[src/verilog/pid_speed_regs.svh]
// constants and function list for the process pid speed regulator
`ifndef PID_SPEED_REGS_SVH
`define PID_SPEED_REGS_SVH
`define REG_MODE        12'h000
`define REG_SETPOINT    12'h004
`define REG_GAIN_P      12'h008
`define REG_TIME_I      12'h00c
`define REG_GAIN_D      12'h010
`define REG_FB_SEL      12'h014
`define REG_SRC_SEL     12'h018
`define REG_SLEEP_SEL   12'h01c
`define REG_SLEEP_LVL   12'h020
`define REG_SLEEP_DLY   12'h024
`define REG_WAKE_LVL    12'h028
`define REG_WAKE_DLY    12'h02c
`define REG_FREQ_CMD    12'h030
`define REG_STATUS      12'h034
`define REG_OUT         12'h038
`define MODE_EN_BIT     0
`define MODE_NEG_BIT    1
`define MODE_DFB_BIT    2
`define MODE_ADD_BIT    3
`define FB_SEL_ONE      2'd1
`define FB_SEL_TWO      2'd2
`define SRC_SEL_PID     4'd5
`define SLEEP_OFF       2'd0
`define SLEEP_LEVEL     2'd1
`define SLEEP_INPUT     2'd2
`define RST_GAIN_P      16'h0200
`define RST_TIME_I      16'h0032
`define TICK_NS         1000000
`define CLK_NS          100
`define TICK_CYCLES     (`TICK_NS / `CLK_NS)
`endif

[src/verilog/pid_speed_pkg.sv]
// types for the process pid speed regulator
package pid_speed_pkg;
  typedef struct packed {
    logic [11:0] paddr;
    logic        psel;
    logic        penable;
    logic        pwrite;
    logic [31:0] pwdata;
  } apb_req_t;
  typedef enum logic [1:0] {
    st_off   = 2'b00,
    st_run   = 2'b01,
    st_sleep = 2'b11
  } run_state_t;
endpackage : pid_speed_pkg

[src/verilog/delay_timer.sv]
// qualifying timer: done once cond holds for limit plus one ticks
`timescale 1ns/1ns
`default_nettype none
module delay_timer (
  input  wire logic        clk_sys_in,
  input  wire logic        reset_in,
  input  wire logic        tick_in,
  input  wire logic        cond_in,
  input  wire logic [15:0] limit_in,
  output logic             done_out
);
  logic [15:0] cnt_q;
  always_ff @(posedge clk_sys_in) begin
    if (reset_in || !cond_in) begin
      cnt_q    <= 16'h0;
      done_out <= 1'b0;
    end else if (tick_in) begin
      if (cnt_q >= limit_in) begin
        done_out <= 1'b1;
      end else begin
        cnt_q <= cnt_q + 16'h1;
      end
    end
  end
  a_timer_restart: assert property (@(posedge clk_sys_in) disable iff
    (reset_in) !cond_in |=> (cnt_q == 16'h0 && !done_out))
    else $error("delay timer kept count after condition dropped");
endmodule : delay_timer
`default_nettype wire

[src/verilog/pid_speed_regulator.sv]
// pid regulator top with apb registers, sleep control and tick
`timescale 1ns/1ns
`default_nettype none
`include "pid_speed_regs.svh"
module pid_speed_regulator
  import pid_speed_pkg::*;
#(
  parameter int unsigned TICK_COUNT = `TICK_CYCLES,
  parameter int unsigned I_SCALE    = 8
) (
  input  wire logic        clk_sys_in,
  input  wire logic        reset_in,
  input  wire logic        psel_in,
  input  wire logic        penable_in,
  input  wire logic        pwrite_in,
  input  wire logic [11:0] paddr_in,
  input  wire logic [31:0] pwdata_in,
  input  wire logic [15:0] analog_input_one_in,
  input  wire logic [15:0] analog_input_two_in,
  input  wire logic        sleep_request_in,
  output logic [31:0]      prdata_out,
  output logic             pready_out,
  output logic             pslverr_out,
  output logic [15:0]      freq_ref_out,
  output logic             drive_on_out,
  output logic             pid_valid_out
);
  apb_req_t req;
  assign req = '{paddr: paddr_in, psel: psel_in, penable: penable_in,
                 pwrite: pwrite_in, pwdata: pwdata_in};

  logic [3:0]  mode_q;
  logic [15:0] setpoint_q;
  logic [15:0] gain_p_q;
  logic [15:0] time_i_q;
  logic [15:0] gain_d_q;
  logic [1:0]  fb_sel_q;
  logic [3:0]  src_sel_q;
  logic [1:0]  sleep_sel_q;
  logic [15:0] sleep_lvl_q;
  logic [15:0] sleep_dly_q;
  logic [15:0] wake_lvl_q;
  logic [15:0] wake_dly_q;
  logic [15:0] freq_cmd_q;

  logic        tick;
  logic        sleep_done;
  logic        wake_done;
  run_state_t  state_q;
  logic        mapped;
  logic        wr_fire;

  // one word per register; unmapped answers slverr
  always_comb begin
    unique case (req.paddr)
      `REG_MODE, `REG_SETPOINT, `REG_GAIN_P, `REG_TIME_I, `REG_GAIN_D,
      `REG_FB_SEL, `REG_SRC_SEL, `REG_SLEEP_SEL, `REG_SLEEP_LVL,
      `REG_SLEEP_DLY, `REG_WAKE_LVL, `REG_WAKE_DLY, `REG_FREQ_CMD,
      `REG_STATUS, `REG_OUT: mapped = 1'b1;
      default: mapped = 1'b0;
    endcase
  end
  // single wait state: pready rises the cycle after penable
  assign wr_fire = req.psel && req.penable && pready_out && req.pwrite;

  always_ff @(posedge clk_sys_in) begin
    if (reset_in) begin
      pready_out  <= 1'b0;
      pslverr_out <= 1'b0;
      prdata_out  <= 32'h0;
    end else if (req.psel && req.penable && !pready_out) begin
      pready_out  <= 1'b1;
      pslverr_out <= !mapped;
      prdata_out  <= 32'h0;
      if (!req.pwrite) begin
        unique case (req.paddr)
          `REG_MODE:      prdata_out <= {28'h0, mode_q};
          `REG_SETPOINT:  prdata_out <= {16'h0, setpoint_q};
          `REG_GAIN_P:    prdata_out <= {16'h0, gain_p_q};
          `REG_TIME_I:    prdata_out <= {16'h0, time_i_q};
          `REG_GAIN_D:    prdata_out <= {16'h0, gain_d_q};
          `REG_FB_SEL:    prdata_out <= {30'h0, fb_sel_q};
          `REG_SRC_SEL:   prdata_out <= {28'h0, src_sel_q};
          `REG_SLEEP_SEL: prdata_out <= {30'h0, sleep_sel_q};
          `REG_SLEEP_LVL: prdata_out <= {16'h0, sleep_lvl_q};
          `REG_SLEEP_DLY: prdata_out <= {16'h0, sleep_dly_q};
          `REG_WAKE_LVL:  prdata_out <= {16'h0, wake_lvl_q};
          `REG_WAKE_DLY:  prdata_out <= {16'h0, wake_dly_q};
          `REG_FREQ_CMD:  prdata_out <= {16'h0, freq_cmd_q};
          `REG_STATUS:    prdata_out <= {29'h0, pid_valid_out,
                                         state_q};
          `REG_OUT:       prdata_out <= {16'h0, freq_ref_out};
          default:        prdata_out <= 32'h0;
        endcase
      end
    end else begin
      pready_out  <= 1'b0;
      pslverr_out <= 1'b0;
    end
  end

  always_ff @(posedge clk_sys_in) begin
    if (reset_in) begin
      mode_q      <= 4'h0;
      setpoint_q  <= 16'h0;
      gain_p_q    <= `RST_GAIN_P;
      time_i_q    <= `RST_TIME_I;
      gain_d_q    <= 16'h0;
      fb_sel_q    <= `FB_SEL_ONE;
      src_sel_q   <= 4'h0;
      sleep_sel_q <= `SLEEP_OFF;
      sleep_lvl_q <= 16'h0;
      sleep_dly_q <= 16'h0;
      wake_lvl_q  <= 16'h0;
      wake_dly_q  <= 16'h0;
      freq_cmd_q  <= 16'h0;
    end else if (wr_fire) begin
      unique case (req.paddr)
        `REG_MODE:      mode_q      <= req.pwdata[3:0];
        `REG_SETPOINT:  setpoint_q  <= req.pwdata[15:0];
        `REG_GAIN_P:    gain_p_q    <= req.pwdata[15:0];
        `REG_TIME_I:    time_i_q    <= req.pwdata[15:0];
        `REG_GAIN_D:    gain_d_q    <= req.pwdata[15:0];
        `REG_FB_SEL:    fb_sel_q    <= req.pwdata[1:0];
        `REG_SRC_SEL:   src_sel_q   <= req.pwdata[3:0];
        `REG_SLEEP_SEL: sleep_sel_q <= req.pwdata[1:0];
        `REG_SLEEP_LVL: sleep_lvl_q <= req.pwdata[15:0];
        `REG_SLEEP_DLY: sleep_dly_q <= req.pwdata[15:0];
        `REG_WAKE_LVL:  wake_lvl_q  <= req.pwdata[15:0];
        `REG_WAKE_DLY:  wake_dly_q  <= req.pwdata[15:0];
        `REG_FREQ_CMD:  freq_cmd_q  <= req.pwdata[15:0];
        default: ;
      endcase
    end
  end

  tick_divider #(.COUNT(TICK_COUNT)) u_tick (
    .clk_sys_in (clk_sys_in),
    .reset_in   (reset_in),
    .tick_out   (tick)
  );

  // datapath: values unsigned 16 bit, gains 8.8 fixed point
  logic               enable;
  logic               pid_used;
  logic [15:0]        fb;
  logic signed [17:0] err;
  logic signed [17:0] d_in;
  logic signed [17:0] d_prev_q;
  logic signed [35:0] p_term;
  logic signed [35:0] d_term;
  logic signed [35:0] integ_q;
  logic signed [35:0] step;
  logic signed [35:0] sum;
  logic signed [35:0] pid_out;
  logic signed [35:0] ref_sum;
  logic [15:0]        pid_sat_q;
  logic [15:0]        ref_d;

  assign enable = mode_q[`MODE_EN_BIT];
  // regulator only drives the reference when selected as source
  assign pid_used = (src_sel_q == `SRC_SEL_PID);
  assign fb = (fb_sel_q == `FB_SEL_TWO) ? analog_input_two_in
                                        : analog_input_one_in;
  assign err = mode_q[`MODE_NEG_BIT]
             ? 18'(signed'({2'b00, fb}) - signed'({2'b00, setpoint_q}))
             : 18'(signed'({2'b00, setpoint_q}) - signed'({2'b00, fb}));
  assign d_in = mode_q[`MODE_DFB_BIT] ? signed'({2'b00, fb}) : err;
  // proportional term
  // widen before the product, an 18 bit product overflows at gain 2.0
  assign p_term = (36'(err) * 36'(signed'({2'b00, gain_p_q}))) >>> 8;
  assign d_term = ((36'(d_in) - 36'(d_prev_q))
                   * 36'(signed'({2'b00, gain_d_q}))) >>> 8;
  // longer integral time gives smaller step
  assign step = (time_i_q == 16'h0) ? 36'sh0
              : 36'(p_term / signed'({21'h0, time_i_q}));
  assign sum  = p_term + integ_q + d_term;
  // sign of err already reflects the direction
  assign pid_out = sum;
  assign ref_sum = mode_q[`MODE_ADD_BIT]
                 ? pid_out + signed'({20'h0, freq_cmd_q}) : pid_out;

  always_comb begin
    if (ref_sum < 36'sh0) begin
      ref_d = 16'h0;
    end else if (ref_sum > 36'sh0ffff) begin
      ref_d = 16'hffff;
    end else begin
      ref_d = ref_sum[15:0];
    end
  end

  // integral held at zero when disabled
  always_ff @(posedge clk_sys_in) begin
    if (reset_in || !enable) begin
      integ_q  <= 36'sh0;
      d_prev_q <= 18'sh0;
    end else if (tick) begin
      integ_q  <= integ_q + step;
      d_prev_q <= d_in;
    end
  end

  always_ff @(posedge clk_sys_in) begin
    if (reset_in) begin
      pid_sat_q <= 16'h0;
    end else if (tick) begin
      pid_sat_q <= enable ? ref_d : 16'h0;
    end
  end

  delay_timer u_sleep (
    .clk_sys_in (clk_sys_in),
    .reset_in   (reset_in),
    .tick_in    (tick),
    .cond_in    (state_q == st_run && pid_sat_q < sleep_lvl_q),
    .limit_in   (sleep_dly_q),
    .done_out   (sleep_done)
  );
  delay_timer u_wake (
    .clk_sys_in (clk_sys_in),
    .reset_in   (reset_in),
    .tick_in    (tick),
    .cond_in    (state_q == st_sleep && pid_sat_q > wake_lvl_q),
    .limit_in   (wake_dly_q),
    .done_out   (wake_done)
  );

  always_ff @(posedge clk_sys_in) begin
    if (reset_in) begin
      state_q <= st_off;
    end else begin
      unique case (state_q)
        st_off:   if (enable && pid_used) state_q <= st_run;
        st_run: begin
          if (!enable || !pid_used) begin
            state_q <= st_off;
          end else if ((sleep_sel_q == `SLEEP_LEVEL && sleep_done) ||
                       (sleep_sel_q == `SLEEP_INPUT &&
                        sleep_request_in)) begin
            state_q <= st_sleep;
          end
        end
        st_sleep: begin
          if (!enable || !pid_used || sleep_sel_q == `SLEEP_OFF) begin
            state_q <= st_off;
          end else if ((sleep_sel_q == `SLEEP_LEVEL && wake_done) ||
                       (sleep_sel_q == `SLEEP_INPUT &&
                        !sleep_request_in)) begin
            state_q <= st_run;
          end
        end
        default: state_q <= st_off;
      endcase
    end
  end

  always_ff @(posedge clk_sys_in) begin
    if (reset_in) begin
      freq_ref_out  <= 16'h0;
      drive_on_out  <= 1'b0;
      pid_valid_out <= 1'b0;
    end else begin
      freq_ref_out  <= (state_q == st_run) ? pid_sat_q : 16'h0;
      drive_on_out  <= (state_q == st_run);
      pid_valid_out <= enable && pid_used;
    end
  end

  a_disable_zero: assert property (@(posedge clk_sys_in) disable iff
    (reset_in) !enable |=> ##1 (freq_ref_out == 16'h0))
    else $error("reference nonzero while regulator disabled");
  a_integ_clear: assert property (@(posedge clk_sys_in) disable iff
    (reset_in) !enable |=> (integ_q == 36'sh0))
    else $error("integral not cleared when disabled");
  a_sleep_off: assert property (@(posedge clk_sys_in) disable iff
    (reset_in) (state_q == st_sleep) |=> !drive_on_out)
    else $error("drive on while asleep");
  a_sleep_zero_sel: assert property (@(posedge clk_sys_in) disable iff
    (reset_in) (state_q == st_run && sleep_sel_q == `SLEEP_OFF)
    |=> (state_q != st_sleep))
    else $error("sleep entered with sleep disabled");
  a_source_needed: assert property (@(posedge clk_sys_in) disable iff
    (reset_in) !pid_used |=> ##1 !drive_on_out)
    else $error("drive on without regulator source");
  a_fb_select: assert property (@(posedge clk_sys_in)
    disable iff (reset_in) (fb_sel_q == `FB_SEL_TWO &&
    !mode_q[`MODE_NEG_BIT]) |-> (err == 18'({2'b00, setpoint_q} -
    {2'b00, analog_input_two_in})))
    else $error("feedback source wrong");
  a_error_sign: assert property (@(posedge clk_sys_in)
    disable iff (reset_in) (!mode_q[`MODE_NEG_BIT] && fb < setpoint_q)
    |-> (err > 0))
    else $error("error sign wrong in positive mode");
  a_neg_sign: assert property (@(posedge clk_sys_in)
    disable iff (reset_in) (mode_q[`MODE_NEG_BIT] && fb < setpoint_q)
    |-> (err < 0))
    else $error("error sign wrong in negative mode");
  a_deriv_src: assert property (@(posedge clk_sys_in)
    disable iff (reset_in) (enable && mode_q[`MODE_DFB_BIT] && tick)
    |=> (d_prev_q == signed'({2'b00, $past(fb)})))
    else $error("derivative input not taken from feedback");
  a_apb_ready: assert property (@(posedge clk_sys_in) disable iff
    (reset_in) (psel_in && penable_in && !pready_out) |=> pready_out)
    else $error("apb answer late");
endmodule : pid_speed_regulator
`default_nettype wire

[src/verilog/tick_divider.sv]
// control tick divider producing a one cycle enable
`timescale 1ns/1ns
`default_nettype none
module tick_divider #(
  parameter int unsigned COUNT = 10000
) (
  input  wire logic clk_sys_in,
  input  wire logic reset_in,
  output logic      tick_out
);
  logic [31:0] cnt_q;
  always_ff @(posedge clk_sys_in) begin
    if (reset_in) begin
      cnt_q    <= 32'h0;
      tick_out <= 1'b0;
    end else if (cnt_q == 32'(COUNT - 1)) begin
      cnt_q    <= 32'h0;
      tick_out <= 1'b1;
    end else begin
      cnt_q    <= cnt_q + 32'h1;
      tick_out <= 1'b0;
    end
  end
endmodule : tick_divider
`default_nettype wire
[config.mk]
export PLATFORM = sky130hd
export DESIGN_NAME = pid_speed_regulator
export DESIGN_NICKNAME = d
export VERILOG_FILES = /design/src/verilog/pid_speed_pkg.sv /design/src/verilog/delay_timer.sv /design/src/verilog/pid_speed_regulator.sv /design/src/verilog/tick_divider.sv
export VERILOG_INCLUDE_DIRS = /design/src /design/src/verilog
export SDC_FILE = /design/constraint.sdc
export NUM_CORES = 2
export LEC_CHECK = 0
export BUFFER_PORTS_ARGS = -buffer_cell sky130_fd_sc_hd__buf_2
export CORE_MARGIN = 2
export CORE_UTILIZATION = 40
export DETAILED_ROUTE_END_ITERATION = 6
export PLACE_DENSITY_LB_ADDON = 0.08
export SYNTH_ARGS = -nofsm -noshare
export SYNTH_HDL_FRONTEND = slang
export SYNTH_SLANG_ARGS = --single-unit
[constraint.sdc]
create_clock -name clk_sys_in -period 161.3 [get_ports clk_sys_in]
set_input_delay 0 -clock clk_sys_in [delete_from_list [all_inputs] [get_ports clk_sys_in]]
set_output_delay 0 -clock clk_sys_in [all_outputs]
set_load 0.05 [all_outputs]
==> results.txt <==
The top-level I/O count came out at 134. The maximum net fanout on the critical path is 44. The worst path arrival time came out at 132.48 ns. The achievable frequency came out at 7.57 MHz. The floorplan step set the die height to 435 um. The standard cell area after detailed placement is 77700 um2.

The number of buffers added on ports came out at 101. The count of state elements after synthesis is 330. The post-route clock skew came out at 0.0515 ns. The number of hold violations in the final report is 0.

The register with the most flip-flops in the layout has 36 of them. The largest net degree at the start of global routing came out at 97. The dominant cell by count in the synthesized netlist is sky130_fd_sc_hd__nand2_1.

The global route total overflow is 0. The die width came out at 435 um. The slowest stage of the critical path belongs to the cell sky130_fd_sc_hd__a21o_1. The CTS H-tree depth is 2. For the worst setup path, the data required time is 161.76 ns. The die area is 189000 um2.

On the critical path the largest part of the delay comes from compound AO/OA/AOI/OAI gates. The mean instance size in the synthesized netlist is 7.72 um2. STA classifies the critical path endpoint as a flop. In the final layout, the registers with the most flip-flops are integ_q (36), u_tick.cnt_q (32), d_prev_q (17). The final design utilization came out at 42.8%.

The number of iterations in the first detailed-routing pass came out at 6. The initial cell density of the core came out at 40.2%. The synthesized cell area came out at 74400 um2. The number of different library cells in the post-synthesis netlist is 165. The setup total negative slack came out at 0 ns. Clock latency on the worst-skew pair, taken at its later pin, is 0.63 ns. The synthesized design devotes to its leading area cell type 16.5% of total area. The number of antenna violations at the first check in global routing is 9. STA classifies the critical path startpoint as a flop. The initialized floorplan defines 158 standard-cell rows. The clock transition at the registers of the reported paths is 0.07 ns.

The via count of the routed design is 69300. The share of flip-flops with an asynchronous set or reset after synthesis came out at 0%. The number of vias per cell after detailed routing is 5.71. The fraction of the cycle the final worst path needs is 81.8%. The combinational family with the most area after synthesis is adder cells. The cell sitting at the root of the clock tree is a sky130_fd_sc_hd__clkbuf_16.

The number of sinks handled by clock tree synthesis came out at 330. In this design, the critical path's most frequently occurring cell is sky130_fd_sc_hd__o21a_1. sky130_fd_sc_hd__fa_1 takes more of the synthesized area than any other cell. In the final layout, the share of cells above drive strength 1 is 8.13%. The initial detailed-routing violation count came out at 5041. After synthesis, the most frequently instantiated cells are 1069 x sky130_fd_sc_hd__nand2_1, 1030 x sky130_fd_sc_hd__inv_1, 859 x sky130_fd_sc_hd__ha_1. The share of the yosys chip area belonging to registers is 8.88%. The number of cells upsized or downsized after cts is 0. The final routed wirelength across all metal layers came out at 261000 um. The worst slack on hold paths is 0.134 ns. Dividing the detail-routed wire length by the instance count gives 21.5 um. By area the synthesized netlist is led by sky130_fd_sc_hd__fa_1 16%, sky130_fd_sc_hd__ha_1 14%, sky130_fd_sc_hd__dfxtp_1 8.9%. The first global-routing pass estimated 409000 um of wire. The number of global-route vias before repair was 68200. After the last flow step, the layout net total stands at 11200. Of the total synthesized cell area, the portion taken by XOR and XNOR cells is 5.33%. The critical path class is flop to flop. The placeable core area is 185000 um2.

The synthesized netlist devotes 31.0% of its cell area to adder and majority cells. Setup repair after global routing left no endpoint under its margin. The multiplexer share of the synthesized area is 3.79%. The complex-gate fraction of the synthesized area came out at 20.9%. The post-layout minimum cycle time is 132.02 ns. The hold buffer count at CTS is 18. The count of nets left with antenna violations once routing finished came out at 0.

The total of max-cap violations is 0. For this run, design rule violations remaining after detail routing come to 0. The buffer levels on the longest clock path came out at 3.

Counting both buffers and inverters, the worst setup path holds a total of 27. In the global route stage, overall resource usage came out at 27.3%. On the worst path, the slowest cell contributes a delay of 0.72 ns. TritonCTS created 39 clock buffers. For the pin with the worst max-slew slack, the measured transition is 1.36 ns.

The run finished with clean final reports. Compared with the post-synthesis result, the final layout area differs by 6.56%. The post-CTS setup buffer count is 0.

In the synthesized netlist the dominant register cell turns out to be sky130_fd_sc_hd__dfxtp_1. The largest register by flop count is integ_q. The design area is 79300 um2. The estimated wirelength of the detail-placed design is 209000 um.

The number of max-slew violations in the final report came to 0. TritonCTS built the clock tree. The worst hold path belongs to the class primary input to flop. The number of standard cells after synthesis came out at 9636. At the end of routability-driven placement, the weighted congestion stood at 0.925.

The number of setup violations in the final report is 0. The area fraction in and, or, nand and nor cells after synthesis came out at 22.5%. In this run, synthesis inferred 0 flip-flops with an integrated enable. The relative max-transition margin is 8.96%. The total of warnings raised by yosys came out at 0.
[tightest hold or removal path, stage by stage]
cell and delay [ns]:
sky130_fd_sc_hd__buf_2 0.12, sky130_fd_sc_hd__nand3_1 0.17, sky130_fd_sc_hd__nor3_2 0.07, sky130_fd_sc_hd__buf_4 0.21
sky130_fd_sc_hd__nand2_1 0.09, sky130_fd_sc_hd__a21oi_1 0.05
[through the flow]
stage	std cells	worst slack (ns)
6_report	12100	29.28
5_1_grt	12100	18.62
4_1_cts	12100	30.48
3_5_place_dp	12000	31.16
3_3_place_gp	12000	32.21
2_1_floorplan	9661	44.61
[area by class of cell]
cell class	instances	area [um2]
inverter	1036	3890
multi-input combinational	7934	62400
sequential	330	6610
tap	2480	3100
timing repair buffer	282	1920
fill	19000	106000
clock buffer	54	1080
antenna	4	10.0
clock inverter	15	239
[placed cells by master, fill, tap and decap left out, drive strengths merged, types with 300 or more instances in the layout]
master and n:
o21ai 312, nor2 742, dfxtp 330, nand2 1071
ha 859, fa 612, inv 1036, nor3 396
a21oi 702, xnor2 300, o21a 330, and2 314
[layer usage]
layer / vias to the layer above / share of wire (%) / track usage [%]
met4: 0 / 2.4 / 5.56
met1: 33900 / 48 / 39.3
met2: 1806 / 44 / 44.2
li1: 33400 / - / -
met3: 263 / 5.4 / 2.52
met5: - / 0 / 0
[path summary, 6_finish.rpt]
kind	depth (start not counted)	end	startpoint	slack [ns]
max	568	integ_q[35]	time_i_q[11]	29.28
min reg2reg	1	u_tick.cnt_q[0]	u_tick.cnt_q[0]	0.46
min	6	freq_cmd_q[0]	paddr_in[5]	0.13
max reg2reg	568	integ_q[35]	time_i_q[11]	29.28
[logic make-up after synthesis]
family,count (synthesis)
adders and majority gates,1480
DFF,330
and+or+nand+nor,3408
buffers and inverters,1397
AOI/OAI and AO/OA,2310
muxes,258
xor gates and xnor gates,452
other,1
Power is left out: the tool's default activity adds up to more than one toggle a clock period on the data nets, which glitch-free logic cannot reach.
